<file path="config.mk">
export PLATFORM = sky130hd
export DESIGN_NAME = triple_down_counter_timers
export DESIGN_NICKNAME = d
export VERILOG_FILES = /design/src/hdl/timer_pkg.sv /design/src/hdl/tick_sync.sv /design/src/hdl/triple_down_counter_timers.sv
export VERILOG_INCLUDE_DIRS = /design/src /design/src/hdl
export SDC_FILE = /design/constraint.sdc
export NUM_CORES = 1
export LEC_CHECK = 0
export BUFFER_PORTS_ARGS = -buffer_cell sky130_fd_sc_hd__buf_2
export CAP_MARGIN = 20
export CORE_AREA = 2 2 118 120
export CTS_CLUSTER_SIZE = 30
export DETAILED_ROUTE_END_ITERATION = 16
export DIE_AREA = 0 0 120 122
export GPL_ROUTABILITY_DRIVEN = 0
export PLACE_DENSITY = 0.66
export RECOVER_POWER = 50
export SLEW_MARGIN = 25
export SYNTH_ARGS = -nofsm -noshare
export SYNTH_HDL_FRONTEND = slang
export SYNTH_SLANG_ARGS = --single-unit
</file>
<file path="constraint.sdc">
create_clock -name clk_i -period 6.1 [get_ports clk_i]
set_input_delay 0.61 -clock clk_i [delete_from_list [all_inputs] [get_ports clk_i]]
set_output_delay 0.61 -clock clk_i [all_outputs]
set_load 0.05 [all_outputs]
</file>
<file path="src/hdl/timer_defines.svh">
// Constants for the triple down-counting timer block.
// Assumes inclusion by bare name from every file that needs the figures.
`ifndef TIMER_DEFINES_SVH
`define TIMER_DEFINES_SVH

// Counter width and number of timers
`define TMR_WIDTH        16
`define TMR_COUNT        3
// Index of the fast third timer, fixed 7.3728 MHz tick source
`define TMR_FAST_INDEX   2

// Reset values
`define TMR_RESET_COUNT  16'h0000
`define TMR_RESET_RELOAD 16'h0000
// Value a free-running counter wraps to on underflow
`define TMR_WRAP_VALUE   16'hFFFF
// Value at which the next tick underflows
`define TMR_ZERO_VALUE   16'h0000
// Decrement step
`define TMR_STEP         16'h0001

// Field positions inside the control struct (msb first)
`define TMR_CTRL_ENABLE_BIT 2
`define TMR_CTRL_MODE_BIT   1
`define TMR_CTRL_SRC_BIT    0

// Slow clock select codes
`define TMR_SEL_508K     1'b0
`define TMR_SEL_2K       1'b1
// Mode codes
`define TMR_MODE_FREE    1'b0
`define TMR_MODE_PERIOD  1'b1

`endif

</file>
<file path="src/hdl/timer_pkg.sv">
// Types for the triple down-counting timer block.
// Assumes timer_defines.svh is on the include path.
`include "timer_defines.svh"

package timer_pkg;

   typedef enum logic {
      MODE_FREE     = `TMR_MODE_FREE,
      MODE_PERIODIC = `TMR_MODE_PERIOD
   } mode_t;

   typedef enum logic {
      SRC_508K = `TMR_SEL_508K,
      SRC_2K   = `TMR_SEL_2K
   } slow_src_t;

   // Control bits of one timer; src is ignored by the fast timer
   typedef struct packed {
      logic      enable;
      mode_t     mode;
      slow_src_t src;
   } timer_ctrl_t;

   // One-cycle software actions on one timer
   typedef struct packed {
      logic                  load_wr;
      logic                  clear;
      logic [`TMR_WIDTH-1:0] load_data;
   } timer_cmd_t;

endpackage

</file>
<file path="src/hdl/tick_sync.sv">
// Two-flop synchroniser with rising-edge detector for an external tick clock.
// Assumes the input toggles well below half the system clock rate.
`timescale 1ns/1ps

module tick_sync (
   input  wire logic clk_i,
   input  wire logic rstn_i,
   input  wire logic src_i,
   output logic      tick_o
);

   logic meta;
   logic stable;
   logic prev;
   logic next_tick;

   // Edge seen only after the second flop; the first flop feeds nothing else
   always_comb begin
      next_tick = stable & ~prev;
   end

   always_ff @(posedge clk_i or negedge rstn_i) begin
      if (!rstn_i) begin
         meta   <= 1'b0;
         stable <= 1'b0;
         prev   <= 1'b0;
         tick_o <= 1'b0;
      end else begin
         meta   <= src_i;
         stable <= meta;
         prev   <= stable;
         tick_o <= next_tick;
      end
   end

endmodule

</file>
<file path="src/hdl/triple_down_counter_timers.sv">
// Three 16-bit down-counting timers with underflow interrupts.
// Assumes tick clocks arrive as pins asynchronous to clk_i; control comes from
// same-clock logic as levels (ctrl_i) and one-cycle strobes (cmd_i).
`timescale 1ns/1ps
`include "timer_defines.svh"

module triple_down_counter_timers (
   input  wire logic                                      clk_i,
   input  wire logic                                      rstn_i,
   input  wire logic                                      slow_508k_clk_i,
   input  wire logic                                      slow_2k_clk_i,
   input  wire logic                                      fast_third_timer_clk_i,
   input  wire timer_pkg::timer_ctrl_t [`TMR_COUNT-1:0]   ctrl_i,
   input  wire timer_pkg::timer_cmd_t  [`TMR_COUNT-1:0]   cmd_i,
   output wire logic [`TMR_COUNT-1:0][`TMR_WIDTH-1:0]     count_o,
   output wire logic [`TMR_COUNT-1:0]                     irq_o
);

   logic tick_508k;
   logic tick_2k;
   logic tick_fast;

   // Pin clocks pass three flops (two synchroniser, one registered edge) before the counters see them
   tick_sync sync_508k (
      .clk_i  (clk_i),
      .rstn_i (rstn_i),
      .src_i  (slow_508k_clk_i),
      .tick_o (tick_508k)
   );

   tick_sync sync_2k (
      .clk_i  (clk_i),
      .rstn_i (rstn_i),
      .src_i  (slow_2k_clk_i),
      .tick_o (tick_2k)
   );

   tick_sync sync_fast (
      .clk_i  (clk_i),
      .rstn_i (rstn_i),
      .src_i  (fast_third_timer_clk_i),
      .tick_o (tick_fast)
   );

   genvar gi;
   generate
      for (gi = 0; gi < `TMR_COUNT; gi = gi + 1) begin : g_timer
         logic                  tick;
         logic [`TMR_WIDTH-1:0] count;
         logic [`TMR_WIDTH-1:0] next_count;
         logic [`TMR_WIDTH-1:0] reload;
         logic [`TMR_WIDTH-1:0] next_reload;
         logic                  irq;
         logic                  next_irq;

         if (gi == `TMR_FAST_INDEX) begin : g_fast
            always_comb begin
               tick = tick_fast;
            end
         end else begin : g_slow
            always_comb begin
               if (ctrl_i[gi].src == timer_pkg::SRC_2K) begin
                  tick = tick_2k;
               end else begin
                  tick = tick_508k;
               end
            end
         end

         always_comb begin
            next_count  = count;
            next_reload = reload;
            next_irq    = irq;
            if (cmd_i[gi].clear) begin
               next_irq = 1'b0;
            end
            // immediate load; a tick in the same cycle is dropped
            if (cmd_i[gi].load_wr) begin
               next_count  = cmd_i[gi].load_data;
               next_reload = cmd_i[gi].load_data;
            end else if (ctrl_i[gi].enable && tick) begin
               if (count == `TMR_ZERO_VALUE) begin
                  // underflow sets interrupt, winning over a clear
                  next_irq = 1'b1;
                  if (ctrl_i[gi].mode == timer_pkg::MODE_PERIODIC) begin
                     next_count = reload;
                  end else begin
                     next_count = `TMR_WRAP_VALUE;
                  end
               end else begin
                  next_count = count - `TMR_STEP;
               end
            end
         end

         always_ff @(posedge clk_i or negedge rstn_i) begin
            if (!rstn_i) begin
               count  <= `TMR_RESET_COUNT;
               reload <= `TMR_RESET_RELOAD;
               irq    <= 1'b0;
            end else begin
               count  <= next_count;
               reload <= next_reload;
               irq    <= next_irq;
            end
         end

         assign count_o[gi] = count;
         assign irq_o[gi]   = irq;
      end
   endgenerate

endmodule

</file>
==> flow_summary_export.csv, run 1 <==
group,metric,value,unit
outcome,outcome,"finished with violations",
outcome,violations,"max-capacitance violations, max-slew violations",
synthesis,syn_nets,652,
timing,slew_headroom,-88.6,%
synthesis,synth.most_common_cell,"dfrtp_1",
die,ios,119,
die,die_h,122,microns
pwr,power.total,1.92,mW
worst_setup_path,cp_max_fo,59,
worst_setup_path,start_kind,"input port",
synthesis,yosysTopAreaCellShare,47.1,%
timing,setup_ws,3.00,ns
placement,hpwl,10.0,mm
die,design.core.area,13500,sq um
die,initial_core_util,43.6,%
detailed_routing,vias,4942,
clock_network,cts_resized,0,
synthesis,synth-async-reset-ratio,100,%
synthesis,synth_top_cell_by_area,"dfrtp_1",
global_routing,antenna_found_initial,0,
global_routing,grt_pass1_wl,24.4,mm
synthesis,netlist_top_cells_count,"111 x dfrtp_1, 49 x mux2_2, 40 x nor2_1",
timing,fmax,322,MHz
finish,post-route-cell-area,6860,sq um
finish,fillerInstances,1268,
synthesis,synth_cell_types,50,
clock_network,root_buffer,"clkbuf_16",
clock_network,cts_tree,"done",
hold_path,min_from,"sync_2k.meta$_DFF_PN0_",
worst_setup_path,r2r_start,"g_timer[1].count[6]$_DFFE_PN0P_",
synthesis,synth.area.top_cells,"dfrtp_1 47%, mux2_2 9.4%, a22oi_1 4.6%, o31ai_1 3.2%, o21ai_0 3.0%",
run,maxCapViolCount,4,
timing,finalSetupViolCount,0,
detailed_routing,dr.pass1.iters,4,
pwr,vdd_ir_drop_max,166,uV
pwr,power_density,280,nW/um^2
timing,hold_violations,0,
timing,min_period,3.10,ns
hold_path,min_to,"sync_2k.stable$_DFF_PN0_",
synthesis,synth_edf_count,0,
synthesis,synth_area,5890,sq um
detailed_routing,avgRoutedWirePerCell,16.8,microns
worst_setup_path,r2r-end,"g_timer[1].count[1]$_DFFE_PN0P_",
worst_setup_path,arrival,3.50,ns
synthesis,yosys_warnings,0,
synthesis,synth_seq_cells,111,
worst_setup_path,path_class,"input port to asynchronous set/reset pin",
global_routing,grt_overflow_total,0,
global_routing,grt_pass1_vias,4985,
worst_setup_path,cp_cell_sequence,"clkbuf_1 > buf_4",
global_routing,grt_max_degree,60,
worst_setup_path,critPathBufInv,2,
clock_network,htreeDepth,3,
timing,finClkSkew,0.00585,ns
finish,antenna_cells,0,
timing,fin_crit_sh,50.8,%
synthesis,syn_inst,578,
clock_network,post_cts_buffers,0,
timing,setup_tns,0,ns
hold_path,hold_path_depth,0,
worst_setup_path,rr_worst_depth,5,
worst_setup_path,crit_path_max_incr_delay,1.95,ns
clock_network,clkSinkCount,111,
worst_setup_path,critPathTopFamily,"buffers and inverters",
synthesis,avgSynthCellArea,10.2,sq um
global_routing,grt_use_total,20.8,%
clock_network,cts-hold-fix-buffers,0,
timing,slew_violations,167,
pwr,leakage,2.86,nW
worst_setup_path,endpoint_kind,"asynchronous set/reset pin",
clock_network,clock_path_buffers,2,
detailed_routing,viasPerCell,5.77,
timing,rsz0062_at_grt,"no",
detailed_routing,route.detailed.drc,0,
finish,area_growth,16.4,%
timing,worst_pin_slew,2.83,ns
clock_network,worstSkewPairLatency,0.35,ns
synthesis,ys_seq_area_share,47.1,%
worst_setup_path,cp.required,6.50,ns
placement,place_ws,3.46,ns
worst_setup_path,cp_slowest_cell,"clkbuf_1",
detailed_routing,drt_iter0_markers,372,
worst_setup_path,rrSetupSlack,3.46,ns
finish,drive_gt1_share,26.0,%
detailed_routing,ant_nets,0,
synthesis,synth_flop_cell,"dfrtp_1",
die,row_count,43,
clock_network,path_clk_slew,0.07,ns
placement,placed_area,6590,sq um
detailed_routing,wirelength,14.4,mm
finish,fin_nets,748,
placement,port_buffers,117,
die,die_w,120,microns
clock_network,cts_inserted_buffers,9,
die,die_area,14600,sq um
hold_path,min_path_type,"register to register",
-- per-stage QoR --
step | hold slack, ns | util [%] | instances
6_report | 0.349 | 50.8 | 857
3_5_place_dp | 0.336 | 48.8 | 843
3_3_place_gp | 0.334 | 48.7 | 843
4_1_cts | 0.304 | 51.0 | 857
5_1_grt | 0.341 | 50.8 | 857
2_1_floorplan | 0.314 | - | 578
-- where the power goes --
group          switching (mW)  internal (mW)  total [mW]
Sequential             0.0837          0.806       0.890
Clock                   0.262          0.355       0.617
Combinational           0.273          0.143       0.417
Total                   0.619           1.30        1.92
-- worst max-delay path by stage --
stage | startpoint | end | slack [ns] | cells past startpoint
floorplan | g_timer[1].count[6]$_DFFE_PN0P_ | g_timer[1].count[1]$_DFFE_PN0P_ | 3.64 | 6
global placement | g_timer[1].count[6]$_DFFE_PN0P_ | g_timer[1].count[1]$_DFFE_PN0P_ | 3.54 | 5
CTS | g_timer[1].count[6]$_DFFE_PN0P_ | g_timer[1].count[1]$_DFFE_PN0P_ | 3.48 | 5
detailed placement | cmd_i[35] | g_timer[1].count[12]$_DFFE_PN0P_ | 3.46 | 6
global route | rstn_i | g_timer[1].reload[0]$_DFFE_PN0P_ | 2.39 | 2
finish | rstn_i | g_timer[2].count[4]$_DFFE_PN0P_ | 3.00 | 2
-- flip-flops by register name (all words and copies together) (netlist names) --
name,count
sync_508k.tick_o,1
sync_508k.meta,1
sync_fast.meta,1
sync_2k.tick_o,1
sync_2k.stable,1
sync_fast.stable,1
g_timer.count,48
g_timer.reload,48
sync_fast.tick_o,1
sync_2k.meta,1
sync_2k.prev,1
sync_508k.prev,1
sync_fast.prev,1
sync_508k.stable,1
g_timer.irq,3
-- cell families after synthesis --
logic type               Yosys count  synth area share (%)
XOR/XNOR                          25                  3.71
adder cells (fa/ha/maj)            6                  1.27
flip-flops                       111                  47.1
buffers and inverters             53                  3.74
multiplexers                      49                  9.36
AND/OR/NAND/NOR                  175                  17.0
AO/OA/AOI/OAI                    159                  17.7
-- routing by layer --
layer  GRT usage [%]  up-vias  wire length, microns
met2            34.3      156                  7060
met4            6.76        0                   260
li1                -     2342                     -
met5               0        -                     0
met1            26.3     2423                  6270
met3            5.90       21                   841
-- final cells by class --
cell class | instances | area, sq um | area share, %
clock inverter | 4 | 72.6 | 1.06
timing repair buffer | 120 | 587 | 8.55
clock buffer | 10 | 229 | 3.34
inverter | 18 | 67.6 | 0.985
tap | 180 | 225 | 3.28
multi-input combinational | 414 | 2900 | 42.3
sequential | 111 | 2780 | 40.5
-- cell usage in the layout (no fill, tap or decap), types with 11 or more instances in the layout --
cell type | Yosys | layout
inv_1 | 18 | 18
xor2_1 | 16 | 16
nor4_1 | 11 | 11
o21ai_0 | 35 | 35
nor2_1 | 40 | 40
mux2_2 | 49 | 49
nand2_1 | 24 | 24
nor3b_1 | 21 | 21
a22oi_1 | 36 | 36
a21oi_1 | 28 | 26
clkbuf_1 | 25 | 18
buf_2 | 2 | 100
o31ai_1 | 25 | 25
dfrtp_1 | 111 | 111
nor3_1 | 16 | 16
(Power assumes the default switching activity.)
==> inputs of run 2 (changes only) <==
--- a/config.mk
+++ b/config.mk
@@ -6,12 +6,13 @@
 export SDC_FILE = /design/constraint.sdc
 export NUM_CORES = 1
 export LEC_CHECK = 0
+export ABC_AREA = 1
 export BUFFER_PORTS_ARGS = -buffer_cell sky130_fd_sc_hd__buf_2
 export CAP_MARGIN = 20
-export CORE_AREA = 2 2 118 120
+export CORE_AREA = 2 2 124 126
 export CTS_CLUSTER_SIZE = 30
 export DETAILED_ROUTE_END_ITERATION = 16
-export DIE_AREA = 0 0 120 122
+export DIE_AREA = 0 0 126 128
 export GPL_ROUTABILITY_DRIVEN = 0
 export PLACE_DENSITY = 0.66
 export RECOVER_POWER = 50
==> constraint.sdc (replaced) <==
create_clock -name clk_i -period 3.2 [get_ports clk_i]
set_input_delay 0.32 -clock clk_i [delete_from_list [all_inputs] [get_ports clk_i]]
set_output_delay 0.32 -clock clk_i [all_outputs]
set_load 0.05 [all_outputs]
==> run 2 against run 1 <==
- the flow finishes with violations (negative hold slack)
- flip-flop and latch count unchanged
- synthesized area up 10%
- clock skew about the same
- die area up 10%
- routed wire length up 12%
- core utilization down 0.53 points
- first-iteration DRC count up 7.3%
- clock power up 94%
- largest cell class unchanged
- count of clock-buffer cells in the layout unchanged
==> flow_summary_export.csv, run 2 <==
group,metric,value,unit
outcome,outcome,"finished with violations",
outcome,violations,"negative hold slack",
detailed_routing,vias,6050,
detailed_routing,dr.pass1.iters,5,
synthesis,netlist_top_cells_count,"278 x nand2_1, 117 x nor2_1, 111 x dfrtp_1",
global_routing,grt_max_degree,50,
die,initial_core_util,43.8,%
die,die_w,126,microns
placement,hpwl,11.4,mm
timing,min_period,2.09,ns
placement,port_buffers,117,
detailed_routing,wirelength,16.1,mm
clock_network,cts_inserted_buffers,9,
finish,area_growth,14.8,%
clock_network,worstSkewPairLatency,0.35,ns
synthesis,synth_edf_count,0,
finish,reg_top3,"g_timer.count x48, g_timer.reload x48, g_timer.irq x3",
hold_path,min_path_type,"input port to asynchronous set/reset pin",
finish,post-route-cell-area,7480,sq um
global_routing,antenna_found_initial,2,
synthesis,synth_area,6510,sq um
detailed_routing,drt_iter0_markers,399,
global_routing,grt_overflow_total,0,
die,design.core.area,14900,sq um
worst_setup_path,start_kind,"register",
die,row_count,45,
finish,final_cell_mix,"278 x nand2_1, 117 x nor2_1, 114 x buf_2",
pwr,vdd_ir_drop_max,319,uV
timing,worst_pin_slew,1.27,ns
worst_setup_path,cp.required,3.44,ns
detailed_routing,avgRoutedWirePerCell,13.1,microns
timing,hold_violations,14,
worst_setup_path,endpoint_kind,"register",
worst_setup_path,rr_worst_depth,6,
worst_setup_path,cp_max_fo,17,
pwr,power_density,545,nW/um^2
clock_network,root_buffer,"clkbuf_16",
synthesis,synth_top_cell_by_area,"dfrtp_1",
run,maxCapViolCount,0,
clock_network,cts-hold-fix-buffers,0,
global_routing,grt_pass1_wl,27.1,mm
finish,layout_commonest_cell,"nand2_1",
detailed_routing,viasPerCell,4.91,
timing,finalSetupViolCount,0,
synthesis,synth.area.top_cells,"dfrtp_1 43%, nand2_1 16%, nand3_1 7.8%, nor2_1 6.7%, inv_1 6.0%",
die,die_h,128,microns
detailed_routing,route.detailed.drc,0,
global_routing,grt_use_total,20.3,%
synthesis,ys_seq_area_share,42.7,%
synthesis,syn_nets,1013,
die,ios,119,
timing,slew_violations,0,
synthesis,synth-async-reset-ratio,100,%
worst_setup_path,rrSetupSlack,1.11,ns
clock_network,path_clk_slew,0.07,ns
synthesis,synth_cell_types,34,
clock_network,cts_tree,"done",
pwr,leakage,3.84,nW
placement,placed_area,7170,sq um
timing,finClkSkew,0.00594,ns
clock_network,clkSinkCount,111,
worst_setup_path,r2r_start,"sync_2k.tick_o$_DFF_PN0_",
timing,setup_tns,0,ns
global_routing,grt_pass1_vias,5545,
timing,fmax,479,MHz
worst_setup_path,arrival,2.33,ns
synthesis,avgSynthCellArea,6.94,sq um
synthesis,yosys_warnings,0,
finish,drive_gt1_share,15.8,%
finish,fin_nets,1111,
timing,whs,-0.0228,ns
detailed_routing,ant_nets,0,
synthesis,synth.most_common_cell,"nand2_1",
timing,rsz0062_at_grt,"no",
clock_network,clock_path_buffers,2,
timing,fin_crit_sh,65.3,%
synthesis,yosysTopAreaCellShare,42.7,%
finish,fin_util,50.3,%
synthesis,synth_flop_cell,"dfrtp_1",
worst_setup_path,path_class,"register to register",
synthesis,synth_seq_cells,111,
die,die_area,16100,sq um
worst_setup_path,r2r-end,"g_timer[1].count[6]$_DFFE_PN0P_",
clock_network,htreeDepth,3,
synthesis,syn_inst,939,
clock_network,post_cts_buffers,0,
timing,slew_headroom,15.2,%
clock_network,cts_resized,0,
-- run 2: cell count changes in the layout (fill, tap and decap cells not counted), sizes merged, moves of 23 or more --
cell / delta
a21oi: +46
a22oi: -36
inv: +89
mux2: -49
nand2: +256
nand3: +93
nor2: +97
nor3b: -23
o31ai: -25
-- run 2: worst max-delay path by stage --
stage                                     from  slack (ns)  depth (start not counted)                          endpoint
6_report              sync_2k.tick_o$_DFF_PN0_        1.11                          6   g_timer[1].count[6]$_DFFE_PN0P_
2_1_floorplan  g_timer[1].count[0]$_DFFE_PN0P_        1.37                         12  g_timer[1].count[12]$_DFFE_PN0P_
4_1_cts               sync_2k.tick_o$_DFF_PN0_        1.10                          6   g_timer[1].count[6]$_DFFE_PN0P_
5_1_grt                              cmd_i[53]        0.88                          7   g_timer[2].count[9]$_DFFE_PN0P_
3_5_place_dp                         cmd_i[17]        0.96                          5   g_timer[0].count[8]$_DFFE_PN0P_
3_3_place_gp                         cmd_i[17]         1.0                          5   g_timer[0].count[0]$_DFFE_PN0P_
-- run 2: report_power, final --
| part | switching [mW] | internal [mW] |
|---|---|---|
| clock network | 0.519 | 0.684 |
| registers | 0.181 | 1.56 |
| logic | 0.810 | 0.322 |
| total | 1.51 | 2.56 |
-- run 2: per-layer routing --
metal  wire (microns)  track usage (%)  share of wire, %  vias up
li1                 -                -                 -     3160
met1             7770             28.3                48     2739
met2             7310             32.6                45      135
met3              862             3.67               5.3       14
met4              192             5.88               1.2        2
met5                7                0             0.043        -
-- run 2: cell families (layout without fill, tap and decap cells) --
| kind of cell | after synthesis | in the layout | synth area share, % |
|---|---|---|---|
| other cells | 0 | 1 | 0 |
| simple gates | 537 | 537 | 35.0 |
| buf+inv | 143 | 246 | 9.43 |
| flops | 111 | 111 | 42.7 |
| xor+xnor | 8 | 8 | 1.08 |
| compound gates | 134 | 134 | 10.6 |
| fa+ha+maj | 6 | 6 | 1.15 |
-- run 2: metrics by stage --
step                      std cells  power (mW)  worst slack [ns]  hold WS (ns)
after CTS                      1230        4.11              1.10       0.00679
final                          1231        4.07              1.11       -0.0228
after global routing           1230        4.31             0.876        0.0281
after global placement         1214        2.89             0.995         0.332
after floorplan                 939        2.57              1.37        0.0244
after detailed placement       1214        2.90             0.964         0.335
-- run 2: final cells by class --
type                       instances  area, sq um
antenna                            1         2.50
clock buffer                      10          229
clock inverter                     6         85.1
fill                            1524         7390
inverter                         107          407
multi-input combinational        685         3120
sequential                       111         2780
tap                              188          235
timing repair buffer             123          619
-- run 2: critical path, cell delays in order (launching register included) --
cell     delay, ns
dfrtp_1       0.39
nor2_1        0.11
nor3_1        0.08
nor2_2        0.60
inv_1         0.54
nor2_1        0.21
a21oi_1       0.06
==> inputs of run 3 (changes only) <==
==> constraint.sdc (replaced) <==
create_clock -name clk_i -period 2 [get_ports clk_i]
set_input_delay 0.2 -clock clk_i [delete_from_list [all_inputs] [get_ports clk_i]]
set_output_delay 0.2 -clock clk_i [all_outputs]
set_load 0.05 [all_outputs]
==> run 3 against run 2 <==
- the run ends with max-capacitance violations, max-slew violations left
- routed wire length is 3.5% higher
- final area increased by 2.4%
- die area stayed put
- cell count grew 1.8%
- core utilization is 1.2 points higher
- clock skew grew 0.0044 ns
- power rose by 59%
- clock power grew 51%
- critical path depth up 6
- first-iteration DRC count up 8.5%
- worst hold slack better by 0.046 ns
- highest routed layer is now met4
==> flow_summary_export.csv, run 3 (synthesis gave the netlist of run 2 again) <==
group,metric,value,unit
outcome,outcome,"finished with violations",
outcome,violations,"max-capacitance violations, max-slew violations",
die,ios,119,
pwr,vdd_ir_drop_max,392,uV
timing,fin_crit_sh,91.2,%
timing,slew_violations,37,
finish,layout_commonest_cell,"nand2_1",
hold_path,min_path_type,"input port to register",
global_routing,grt_overflow_total,0,
worst_setup_path,cp_max_fo,5,
timing,fmax,548,MHz
placement,hpwl,11.7,mm
die,die_h,128,microns
finish,multiInputGateArea,3120,sq um
detailed_routing,avgRoutedWirePerCell,13.3,microns
pwr,p_sw,2.44,mW
clock_network,clock_path_buffers,2,
finish,drive_gt1_share,17.4,%
placement,port_buffers,117,
timing,min_period,1.82,ns
die,initial_core_util,43.8,%
global_routing,antenna_found_initial,0,
timing,hold_violations,0,
global_routing,grt_max_degree,112,
finish,fin_util,51.5,%
detailed_routing,dr.pass1.iters,5,
finish,fillerInstances,1568,
pwr,leakage,3.93,nW
worst_setup_path,path_class,"register to register",
timing,setup_tns,0,ns
detailed_routing,wirelength,16.7,mm
clock_network,root_buffer,"clkbuf_16",
pwr,pwr-share-comb,29.9,%
finish,final_cell_mix,"277 x nand2_1, 117 x nor2_1, 114 x buf_2",
worst_setup_path,endpoint_kind,"register",
pwr,power_density,847,nW/um^2
global_routing,grt_use_total,21.2,%
finish,reg_top3,"g_timer.count x48, g_timer.reload x48, g_timer.irq x3",
pwr,seqPwrFrac,42.2,%
clock_network,cts_tree,"done",
pwr,power_frac_clock,27.9,%
run,maxCapViolCount,1,
detailed_routing,vias,6191,
detailed_routing,viasPerCell,4.94,
global_routing,grt_pass1_wl,28.0,mm
timing,worst_pin_slew,1.50,ns
clock_network,worstSkewPairLatency,0.35,ns
die,design.core.area,14900,sq um
clock_network,clkSinkCount,111,
clock_network,htreeDepth,3,
finish,fin_nets,1133,
global_routing,grt_pass1_vias,5727,
pwr,swShare,37.7,%
worst_setup_path,cp.required,2.23,ns
pwr,p_int,4.04,mW
clock_network,cts_inserted_buffers,9,
detailed_routing,drt_iter0_markers,433,
pwr,power.total,6.48,mW
timing,finalSetupViolCount,0,
die,die_w,126,microns
timing,slew_headroom,-0.233,%
worst_setup_path,arrival,2.06,ns
clock_network,path_clk_slew,0.07,ns
detailed_routing,route.detailed.drc,0,
worst_setup_path,start_kind,"register",
timing,finClkSkew,0.0104,ns
detailed_routing,ant_nets,0,
die,row_count,45,
finish,area_growth,17.5,%
finish,seqCellArea,2780,sq um
die,die_area,16100,sq um
[run 3: cell count changes in the layout (fill, tap and decap cells not counted), sizes merged]
cell and delta:
bufinv -1, buf +18, clkinvlp +1, dlygate4sd3 +4
inv -1, clkbuf +1
[run 3: area by class of cell]
cell class | instances | share of cell area, %
multi-input cells | 685 | 40.8
well taps | 188 | 3.07
clock inverters | 5 | 0.768
repair buffers | 145 | 10.6
flip-flops and latches | 111 | 36.3
diodes | 1 | 0.0327
inverters | 107 | 5.36
clock buffers | 11 | 3.04
[run 3: worst paths after layout]
path	startpoint	endpoint	slack, ns	depth (start not counted)
max reg2reg	g_timer[1].count[0]$_DFFE_PN0P_	g_timer[1].count[1]$_DFFE_PN0P_	0.18	12
min in group asynchronous	rstn_i	g_timer[0].reload[10]$_DFFE_PN0P_	0.64	3
max in group asynchronous	rstn_i	g_timer[1].reload[5]$_DFFE_PN0P_	0.64	3
max	g_timer[1].count[0]$_DFFE_PN0P_	g_timer[1].count[1]$_DFFE_PN0P_	0.18	12
min reg2reg	sync_fast.meta$_DFF_PN0_	sync_fast.stable$_DFF_PN0_	0.35	0
min	cmd_i[52]	g_timer[2].irq$_DFF_PN0_	0.02	2
[run 3: power groups by stage]
stage / Clock [mW] / Sequential (mW) / Combinational (mW)
floorplan: 0 / 3.28 / 0.833
detailed placement: 0 / 2.78 / 1.94
finish: 1.81 / 2.74 / 1.94
global placement: 0 / 2.77 / 1.92
CTS: 1.86 / 2.74 / 1.95
global route: 1.94 / 2.78 / 2.15
[run 3: stage by stage]
step / area [sq um] / hold slack, ns / cells / setup slack (ns)
floorplan: 6510 / -0.0956 / 939 / 0.171
global placement: 7330 / 0.309 / 1231 / 0.172
detailed placement: 7330 / 0.310 / 1231 / 0.126
CTS: 7660 / 0.00724 / 1251 / 0.119
global route: 7650 / 0.00738 / 1252 / -0.00472
finish: 7650 / 0.0228 / 1253 / 0.176
[run 3: layer usage]
metal,vias to the layer above,routed length (microns),track usage (%)
li1,3203,-,-
met1,2846,8160,30.3
met2,130,7630,33.9
met3,12,725,3.30
met4,0,194,5.69
met5,-,0,0
[run 3: what timing repair did]
item	4_1_cts	5_1_grt
endpoints found under the hold margin	114	0
endpoints found under the setup margin	0	18
setup buffers	0	1
resized for setup	0	3
hold buffers	4	0
[run 3: critical path, stage by stage, from the launching register on]
cell and delay [ns]:
dfrtp_1 0.41, inv_2 0.09, ha_1 0.17, inv_1 0.06, nor2_1 0.11, inv_1 0.05
nor2_1 0.11, nand2_1 0.10, nor2_4 0.20, buf_4 0.17, nand3_1 0.07, nand3_1 0.09
a21oi_1 0.08
